### src/verilog/hsw_pkg.sv
// Package with select encodings and timing counts for the switch select controller
package hsw_pkg;
  // Select pin codes {port_select_a, port_select_b}
  localparam logic [1:0] SEL_PORT1 = 2'h0;
  localparam logic [1:0] SEL_PORT2 = 2'h1;
  localparam logic [1:0] SEL_STANDBY = 2'h2;
  localparam logic [1:0] SEL_PORT3 = 2'h3;
  // Port index codes used on the command port
  localparam logic [1:0] PORT_NONE = 2'h0;
  localparam logic [1:0] PORT_ONE = 2'h1;
  localparam logic [1:0] PORT_TWO = 2'h2;
  localparam logic [1:0] PORT_THREE = 2'h3;
  // Select-to-switch settle time, longest of the documented switch times
  localparam int SETTLE_NS = 250;
  localparam int CLK_NS = 40;
  localparam logic [3:0] SETTLE_CYC = 4'((SETTLE_NS + CLK_NS - 1) / CLK_NS);
  // Address of an unaddressed source, all ones
  localparam logic [15:0] CEC_ADDR_INVALID = 16'hffff;
  localparam logic [15:0] CEC_ADDR_RST = 16'hffff;
  typedef enum logic [3:0] {
    ST_IDLE = 4'h1,
    ST_DRIVE = 4'h2,
    ST_SETTLE = 4'h4,
    ST_LOAD = 4'h8
  } hsw_state_e;
endpackage

### src/verilog/hsw_addr_mem.sv
// Small table holding the address to load for each source port
`timescale 1ns/1ps
module hsw_addr_mem
  import hsw_pkg::*;
(
  input wire logic clk_sys, // System clock
  input wire logic wrEn, // Write strobe
  input wire logic [1:0] wrPort, // Port written
  input wire logic [15:0] wrData, // Address written
  input wire logic [1:0] rdPort, // Port read
  output logic [15:0] rdData // Registered read data
);
  typedef struct packed {
    logic [3:0][15:0] word;
    logic [15:0] rd;
  } hsw_mem_s;

  hsw_mem_s m_q, m_d;

  // Read sees the old word when the same entry is written in that cycle
  always_comb begin
    m_d = m_q;
    if (wrEn) begin
      m_d.word[wrPort] = wrData;
    end
    m_d.rd = (rdPort == PORT_NONE) ? CEC_ADDR_INVALID : m_q.word[rdPort];
  end

  always_ff @(posedge clk_sys) begin
    m_q <= m_d;
  end

  assign rdData = m_q.rd;
endmodule

### src/verilog/hsw_select_ctrl.sv
// Controller driving the select and equalization pins of a three-to-one HDMI switch
`timescale 1ns/1ps
module hsw_select_ctrl
  import hsw_pkg::*;
(
  input wire logic clk_sys, // 25 MHz system clock
  input wire logic sys_rst, // Synchronous reset, active high
  input wire logic reqValid, // New port request
  output logic reqReady, // Request can be taken
  input wire logic [1:0] reqPort, // 0 standby, 1..3 source port
  input wire logic reqLongCable, // Long cable equalization wanted
  input wire logic addrWrEn, // Write an address table entry
  input wire logic [1:0] addrWrPort, // Entry port 1..3
  input wire logic [15:0] addrWrData, // Physical address for that port
  output logic port_select_a, // Select pin A to switch
  output logic port_select_b, // Select pin B to switch
  output logic cable_eq_select, // Equalization pin, high for long cable
  output logic [1:0] activePort, // Port now settled, 0 in standby
  output logic inStandby, // Switch settled in standby
  output logic [15:0] cecAddr, // Physical address loaded for the CEC logic
  output logic cecAddrLoad // One-cycle pulse when cecAddr is withdrawn or reloaded, also for standby
);
  // All controller state, registered as one copy
  typedef struct packed {
    hsw_state_e st;
    logic [1:0] port;
    logic [1:0] sel;
    logic eq;
    logic [3:0] cnt;
    logic [1:0] active;
    logic [15:0] addr;
    logic load;
    logic stby;
  } hsw_s;

  hsw_s r_q, r_d;
  logic [15:0] memData;

  // Port to pin code; standby is A high, B low
  function automatic logic [1:0] port2sel(input logic [1:0] p);
    case (p)
      PORT_ONE: port2sel = SEL_PORT1;
      PORT_TWO: port2sel = SEL_PORT2;
      PORT_THREE: port2sel = SEL_PORT3;
      default: port2sel = SEL_STANDBY;
    endcase
  endfunction

  // Pin code back to port, used by the checks on what the pins really show
  function automatic logic [1:0] sel2port(input logic [1:0] s);
    case (s)
      SEL_PORT1: sel2port = PORT_ONE;
      SEL_PORT2: sel2port = PORT_TWO;
      SEL_PORT3: sel2port = PORT_THREE;
      default: sel2port = PORT_NONE;
    endcase
  endfunction

  hsw_addr_mem uMem (
    .clk_sys(clk_sys),
    .wrEn(addrWrEn),
    .wrPort(addrWrPort),
    .wrData(addrWrData),
    .rdPort(r_q.port),
    .rdData(memData)
  );

  always_comb begin
    r_d = r_q;
    r_d.load = 1'b0;
    case (r_q.st)
      ST_IDLE: begin
        if (reqValid) begin
          r_d.port = reqPort;
          r_d.eq = reqLongCable;
          r_d.st = ST_DRIVE;
          // Address withdrawn at once, so no source keeps a stale one while pins move
          r_d.active = PORT_NONE;
          r_d.addr = CEC_ADDR_INVALID;
          r_d.load = (r_q.addr != CEC_ADDR_INVALID);
        end
      end
      ST_DRIVE: begin
        r_d.sel = port2sel(r_q.port);
        // Pins hold for the settle time so the chosen hot-plug is valid first
        r_d.cnt = SETTLE_CYC;
        r_d.st = ST_SETTLE;
      end
      ST_SETTLE: begin
        if (r_q.cnt <= 4'h1) begin
          r_d.st = ST_LOAD;
        end else begin
          r_d.cnt = r_q.cnt - 4'h1;
        end
      end
      ST_LOAD: begin
        r_d.active = r_q.port;
        r_d.addr = memData;
        r_d.load = 1'b1;
        r_d.st = ST_IDLE;
      end
      default: r_d.st = ST_IDLE;
    endcase
    r_d.stby = (r_d.st == ST_IDLE) && (r_d.active == PORT_NONE);
  end

  always_ff @(posedge clk_sys) begin
    // Reset leaves the switch in standby with no address shown
    if (sys_rst) begin
      r_q <= '{st: ST_IDLE, port: PORT_NONE, sel: SEL_STANDBY, eq: 1'b0, cnt: 4'h0,
               active: PORT_NONE, addr: CEC_ADDR_RST, load: 1'b0, stby: 1'b1};
    end else begin
      r_q <= r_d;
    end
  end

  // A busy controller holds requests off; the caller keeps reqValid up
  assign reqReady = (r_q.st == ST_IDLE);
  assign port_select_a = r_q.sel[1];
  assign port_select_b = r_q.sel[0];
  assign cable_eq_select = r_q.eq;
  assign activePort = r_q.active;
  assign inStandby = r_q.stby;
  assign cecAddr = r_q.addr;
  assign cecAddrLoad = r_q.load;

  // One check per source port: a reported port must be the one the pins select
  for (genvar g = 1; g < 4; g++) begin : g_port

  end
endmodule
### config.mk
export PLATFORM = sky130hd
export DESIGN_NAME = hsw_select_ctrl
export DESIGN_NICKNAME = d
export VERILOG_FILES = /design/src/verilog/hsw_pkg.sv /design/src/verilog/hsw_addr_mem.sv /design/src/verilog/hsw_select_ctrl.sv
export SDC_FILE = /design/constraint.sdc
export NUM_CORES = 1
export LEC_CHECK = 0
export ABC_CLOCK_PERIOD_IN_PS = 4100
export CAP_MARGIN = 40
export CORE_MARGIN = 2
export CORE_UTILIZATION = 35
export DETAILED_ROUTE_END_ITERATION = 10
export DONT_BUFFER_PORTS = 1
export PLACE_DENSITY = 0.47
export SYNTH_ARGS = -nofsm -noshare
export SYNTH_HDL_FRONTEND = slang
export SYNTH_SLANG_ARGS = --single-unit
### constraint.sdc
create_clock -name clk_sys -period 4.1 [get_ports clk_sys]
set_input_delay 0 -clock clk_sys [delete_from_list [all_inputs] [get_ports clk_sys]]
set_output_delay 0 -clock clk_sys [all_outputs]
set_load 0.02 [all_outputs]
==> results of run 1 <==
## registers in the layout, indices dropped and copies added, names as in the netlist
signal and count:
activePort 2, cable_eq_select 1, cecAddr 16, cecAddrLoad 1, inStandby 1, port_select_a 1
port_select_b 1, r_q 10, uMem.m_q 64, uMem.rdData 16
## through the flow
step / utilization (%) / area (um2) / hold slack (ps) / setup WS [ps]
after floorplan: - / 4280 / 98.9 / 2350
after global placement: 35.8 / 4290 / 73.8 / 2140
after detailed placement: 36.5 / 4370 / 73.5 / 2200
after CTS: 44.0 / 5260 / 106 / 1920
after global routing: 44.0 / 5260 / 115 / 1750
final: 44.0 / 5260 / 115 / 1880
## critical path, cell delays in order (launching register included)
cell and delay (ps):
dfxtp_1 420, nor4b_4 620, nand2_1 280, nand2_1 130, a21oi_1 70, dlygate4sd3_1 590
## worst min-delay path by stage
stage                        from                      to  slack, ps  cells past startpoint
finish              addrWrPort[1]  uMem.m_q[77]$_DFFE_PP_        120                      1
global route        addrWrPort[1]  uMem.m_q[76]$_DFFE_PP_        120                      1
CTS                 addrWrPort[1]  uMem.m_q[77]$_DFFE_PP_        110                      1
detailed placement        sys_rst    r_q[27]$_SDFFE_PP0P_         70                      1
global placement          sys_rst    r_q[22]$_SDFFE_PP0P_         70                      1
floorplan           addrWrData[0]  uMem.m_q[16]$_DFFE_PP_        100                      0
## kinds of logic after synthesis
group           synth area share, %
compound gates                 2.75
xor+xnor                      0.409
fa+ha+maj                      1.46
buf+inv                        5.06
flops                          67.8
mux                            8.42
simple gates                   14.1
## layer usage
metal | part of all wire [%] | routed length (um) | track usage [%]
met2 | 46 | 3450 | 18.8
met1 | 48 | 3590 | 16.4
met3 | 5.7 | 428 | 5.82
met4 | 0.76 | 57 | 4.63
met5 | 0 | 0 | 0
## report_power, final
group / switching (mW) / total [mW] / internal, mW
sequential: 0.0224 / 1.27 / 1.25
combinational: 0.0645 / 0.136 / 0.0712
clock: 0.489 / 1.56 / 1.08
total: 0.576 / 2.97 / 2.40
## layout by cell type (no fill, tap or decap), drive strengths merged, types with 2 or more instances in the layout
cell type    Yosys  final
nor3b            2      2
nand4            4      4
nor2            10     10
nor4b            3      3
dlygate4sd3      0     25
dfxtp           49     49
clkinv           0      5
inv              4      5
ha               5      5
mux4            16     16
nand2           42     42
o21ai            2      2
edfxtp          64     64
bufinv           0      5
clkinvlp         0      3
nand3           20     20
o31a             2      2
buf             27      8
or4b             2      2
a211oi           2      2
nor2b            2      2
clkbuf           4     18
nor3             8      8
xnor2            2      2
or2             17     17
a21oi            8      8
## area by class of cell
| type | instances | area share [%] |
|---|---|---|
| clock buffers | 18 | 8.16 |
| clock inverters | 14 | 4.05 |
| inverters | 4 | 0.286 |
| multi-input cells | 155 | 22.4 |
| flip-flops and latches | 113 | 55.2 |
| well taps | 147 | 3.50 |
| repair buffers | 33 | 6.43 |
## repair_timing
item	CTS	global route
buffers inserted	0	0
endpoints found under the hold margin	129	0
hold buffers	25	0
==> impl_metrics.env, run 1 <==
export IMPL_cp_arrival_ps=2510
export IMPL_die_area_um2=13100
export IMPL_worst_slew_pin_slew_ps=723
export IMPL_ys_types=37
export IMPL_yosysTopAreaCell="edfxtp_1"
export IMPL_fillerInstances=1092
export IMPL_ant_nets=0
export IMPL_boundaryPins=49
export IMPL_cts_max_level=4
export IMPL_dpl_hpwl_um=5130
export IMPL_fmax_mhz=450
export IMPL_diodes=0
export IMPL_cts_num_sinks=113
export IMPL_cts_tree="built"
export IMPL_regToRegSetupSlack_ps=1880
export IMPL_crit_required_ps=4390
export IMPL_outcome="finished, final reports clean"
export IMPL_worst_r2r_cell_count=5
export IMPL_synthArstFlopShare_pct=0
export IMPL_ys_ff_latch=113
export IMPL_leakage_nw=1.89
export IMPL_grt_pass1_vias=2395
export IMPL_place_gp_congestion=0.666
export IMPL_yosysWarnings=0
export IMPL_setup_viol=0
export IMPL_clk_pin_slew_ps=50
export IMPL_synth_flop_cell="edfxtp_1"
export IMPL_die_height_um=115
export IMPL_synthToLayoutAreaGrowth_pct=22.8
export IMPL_route_vias_total=2312
export IMPL_crit_fanout=9
export IMPL_seq_area_um2=2900
export IMPL_core_area_um2=12000
export IMPL_yosysMostFrequentCell="edfxtp_1"
export IMPL_endpoint="cable_eq_select$_SDFFE_PP0P_"
export IMPL_p_total_mw=2.97
export IMPL_drt_wl_total_um=7530
export IMPL_drt_iter0_markers=143
export IMPL_post_drt_wl_per_cell_um=15.6
export IMPL_drv_cap=0
export IMPL_synth_area_leaders="edfxtp_1 (45%), dfxtp_1 (23%), mux4_2 (8.4%)"
export IMPL_grt_overflow=0
export IMPL_nets=354
export IMPL_root_buffer="clkbuf_16"
export IMPL_post_route_drc_count=0
export IMPL_power_density_nw_per_um2=566
export IMPL_multi_input_area_um2=1180
export IMPL_grt_max_degree=20
export IMPL_r2r_start="r_q[30]$_SDFF_PP0_"
export IMPL_tns_ps=0
export IMPL_ir_worst_vdd_mv=0.282
export IMPL_die_x_um=115
export IMPL_crit_start="r_q[30]$_SDFF_PP0_"
export IMPL_hold_class="in -> reg"
export IMPL_cp_start_kind="flop"
export IMPL_period_needed_ps=2220
export IMPL_synth_edff_count=64
export IMPL_relSlewSlack_pct=51.7
export IMPL_reg2reg_to="cable_eq_select$_SDFFE_PP0P_"
export IMPL_grt_pass1_wl_um=12300
export IMPL_antenna_found_initial=0
export IMPL_hold_viol_final=0
export IMPL_rows=40
export IMPL_setup_worst_path_end_class="flop"
export IMPL_post_route_period_util_pct=54.2
export IMPL_clock_path_buffers=2
export IMPL_synthCells=303
export IMPL_finClkSkew_ps=7.76
export IMPL_synth_area_um2=4280
export IMPL_yosysSeqAreaShare_pct=67.8
export IMPL_drive_gt1_share_pct=22.8
export IMPL_cts_buffers=17
export IMPL_clkLatencyLatePin_ps=400
export IMPL_io_buffers=0
export IMPL_synth_common_cells="edfxtp_1 (64), dfxtp_1 (49), nand2_1 (42), buf_4 (21), nand3_1 (20)"
export IMPL_rsz0062_at_grt="false"
export IMPL_maxSlewViolCount=0
export IMPL_instances_no_fill=484
export IMPL_crit_type="reg -> reg"
export IMPL_initial_utilization_pct=35.8
export IMPL_dr_pass1_iters=4
export IMPL_synth_nets=333
export IMPL_syn_avg_cell_area_um2=14.1
export IMPL_cts_resized=0
export IMPL_viasPerCell=4.78
export IMPL_grt_total_usage_pct=12.7
export IMPL_synth_top_cell_area_share_pct=44.9
export IMPL_dp_cells=427
(Power assumes the default switching activity.)
==> inputs of run 2 (changes only) <==
- ABC_AREA: unset -> 1
- ABC_CLOCK_PERIOD_IN_PS: 4100 -> 2140
- clock period: 4.1 -> 2.14 ns (I/O delays scaled with it)
==> run 2 against run 1 <==
Effect of this change: cell area increased by 1.8%; fmax increased by 47%; critical path type unchanged; clock skew increased by 1.7 ps; synthesized area increased by 4.3%; first-iteration DRC count increased by 69%; sequential power increased by 98%.
==> impl_metrics.env, run 2 <==
export IMPL_outcome="finished, final reports clean"
export IMPL_synth_area_leaders="edfxtp_1 (43%), dfxtp_1 (22%), nand2_1 (8.2%)"
export IMPL_final_cell_mix="nand2_1 (97), edfxtp_1 (64), dfxtp_1 (49)"
export IMPL_cts_num_sinks=113
export IMPL_cts_resized=0
export IMPL_drv_cap=0
export IMPL_crit_fanout=33
export IMPL_synth_nets=429
export IMPL_r2r_start="r_q[28]$_SDFFE_PP0P_"
export IMPL_largest_reg_flops=64
export IMPL_final_util_pct=42.8
export IMPL_crit_type="reg -> reg"
export IMPL_tns_ps=0
export IMPL_cp_slowest_cell="dfxtp_1"
export IMPL_crit_path_max_incr_delay_ps=380
export IMPL_regToRegSetupSlack_ps=630
export IMPL_leakage_nw=2.03
export IMPL_post_route_drc_count=0
export IMPL_route_vias_total=2740
export IMPL_clkLatencyLatePin_ps=410
export IMPL_synthArstFlopShare_pct=0
export IMPL_synth_fa_ha_area_share_pct=1.40
export IMPL_nets=442
export IMPL_instances_no_fill=597
export IMPL_hold_class="in -> reg"
export IMPL_reg2reg_to="uMem.rdData[0]$_SDFF_PN1_"
export IMPL_viasPerCell=4.59
export IMPL_cts_buffers=17
export IMPL_path_depth=5
export IMPL_core_area_um2=12500
export IMPL_synthToLayoutAreaGrowth_pct=19.8
export IMPL_post_drt_wl_per_cell_um=14.5
export IMPL_power_density_nw_per_um2=1080
export IMPL_synth_compound_area_share_pct=7.68
export IMPL_drt_iter0_markers=242
export IMPL_ant_nets=0
export IMPL_synth_edff_count=64
export IMPL_dpl_hpwl_um=5480
export IMPL_synth_area_um2=4470
export IMPL_drive_gt1_share_pct=15.3
export IMPL_ys_ff_latch=113
export IMPL_relSlewSlack_pct=72.3
export IMPL_crit_start="r_q[28]$_SDFFE_PP0P_"
export IMPL_period_needed_ps=1510
export IMPL_ir_worst_vdd_mv=0.516
export IMPL_yosysWarnings=0
export IMPL_largest_register="uMem.m_q"
export IMPL_fmax_mhz=664
export IMPL_clock_path_buffers=2
export IMPL_ys_types=30
export IMPL_hold_path_depth=2
export IMPL_setup_viol=0
export IMPL_synth_area_mux_share_pct=0
export IMPL_cts_setup_buffers=0
export IMPL_setup_worst_path_end_class="flop"
export IMPL_critPathTopFamily="buffers and inverters"
export IMPL_place_gp_congestion=0.723
export IMPL_cp_start_kind="flop"
export IMPL_die_height_um=117
export IMPL_rows=41
export IMPL_drt_wl_total_um=8650
export IMPL_root_buffer="clkbuf_16"
export IMPL_die_area_um2=13700
export IMPL_synth_top_cell_area_share_pct=43.0
export IMPL_yosysSeqAreaShare_pct=65.0
export IMPL_io_buffers=0
export IMPL_min_from="addrWrPort[1]"
export IMPL_worst_slew_pin_slew_ps=415
export IMPL_synth_flop_cell="edfxtp_1"
export IMPL_grt_overflow=0
export IMPL_post_route_period_util_pct=70.4
export IMPL_maxSlewViolCount=0
export IMPL_dp_cells=544
export IMPL_cp_num_buf_inv=3
export IMPL_die_x_um=117
export IMPL_syn_avg_cell_area_um2=11.2
export IMPL_grt_total_usage_pct=13.7
export IMPL_layout_commonest_cell="nand2_1"
export IMPL_min_to="uMem.m_q[17]$_DFFE_PP_"
export IMPL_initial_utilization_pct=35.7
export IMPL_synth_xor_area_share_pct=0.196
export IMPL_grt_max_degree=35
export IMPL_clk_pin_slew_ps=50
export IMPL_boundaryPins=49
export IMPL_crit_required_ps=2410
export IMPL_synthCells=399
export IMPL_finClkSkew_ps=9.46
export IMPL_hold_viol_final=0
export IMPL_antenna_found_initial=0
export IMPL_worstPathCellList="clkinv_1, buf_4, ha_1, inv_1, nand2_1"
export IMPL_cp_arrival_ps=1780
export IMPL_worst_r2r_cell_count=5
export IMPL_grt_pass1_vias=2666
export IMPL_synth_simple_area_share_pct=18.3
export IMPL_dr_pass1_iters=5
export IMPL_cts_tree="built"
export IMPL_grt_pass1_wl_um=13700
export IMPL_diodes=0
export IMPL_cts_max_level=4
export IMPL_synth_common_cells="nand2_1 (97), edfxtp_1 (64), dfxtp_1 (49), nand3_1 (27), a21oi_1 (24)"
export IMPL_rsz0062_at_grt="false"
export IMPL_yosysMostFrequentCell="nand2_1"
export IMPL_yosysTopAreaCell="edfxtp_1"
export IMPL_synth_top_family_by_area="simple AND/OR/NAND/NOR gates"
run 2: changes by cell type in the layout (fill, tap and decap cells not counted), sizes merged, moves of 16 or more:
cell	previous run	this run
mux4	16	0
nand2	42	102
inv	5	24
or2	17	0
a21oi	8	24
a32o	0	16
nand3	20	37
run 2: routing by layer:
| metal | up-vias | share of wire [%] | track usage, % |
|---|---|---|---|
| met5 | - | 0 | 0 |
| met4 | 0 | 1.8 | 6.12 |
| met3 | 12 | 6.3 | 4.79 |
| met2 | 76 | 44 | 20.7 |
| met1 | 1258 | 48 | 17.8 |
| li1 | 1394 | - | - |
run 2: report_power, final:
part           total [mW]  switching [mW]  internal, mW
clock network        2.89           0.956          1.93
logic               0.383           0.240         0.143
registers            2.52          0.0918          2.43
total                5.79            1.29          4.50
run 2: cells by family after synthesis:
family	after synthesis
xor gates and xnor gates	1
and+or+nand+nor	168
AOI/OAI and AO/OA	52
adders and majority gates	5
DFF	113
buffers and inverters	60
run 2: what timing repair did:
item	in CTS	in global routing
setup endpoints to repair	0	0
hold buffers	21	0
endpoints found under the hold margin	81	0
run 2: area by class of cell:
cell class	count	area, um2
Timing Repair Buffer	28	263
Multi-Input combinational cell	226	1250
Tap cell	172	215
Clock inverter	15	193
Fill cell	1232	7170
Sequential cell	113	2900
Clock buffer	17	425
Inverter	26	103
run 2: metrics by stage:
stage / hold WS [ps] / total power, mW / area (um2) / worst slack [ps]
2_1_floorplan: 98.9 / 2.85 / 4470 / 519
3_3_place_gp: 72.7 / 2.90 / 4520 / 690
3_5_place_dp: 75.4 / 2.91 / 4520 / 639
4_1_cts: 8.33 / 5.85 / 5350 / 621
5_1_grt: 14.8 / 6.00 / 5350 / 437
6_report: 9.90 / 5.79 / 5350 / 633
run 2: how the worst max path moves through the flow:
stage	to	slack, ps
2_1_floorplan	uMem.m_q[64]$_DFFE_PP_	520
3_3_place_gp	uMem.rdData[2]$_SDFF_PN1_	690
3_5_place_dp	uMem.rdData[0]$_SDFF_PN1_	640
4_1_cts	uMem.rdData[0]$_SDFF_PN1_	620
5_1_grt	uMem.rdData[2]$_SDFF_PN1_	440
6_report	uMem.rdData[0]$_SDFF_PN1_	630
run 2: worst register-to-register path: cells and delay by family (launching register included):
family / cells / cell delay [ps]
buf+inv: 3 / 660
simple gates: 1 / 120
flops: 1 / 380
fa+ha+maj: 1 / 220
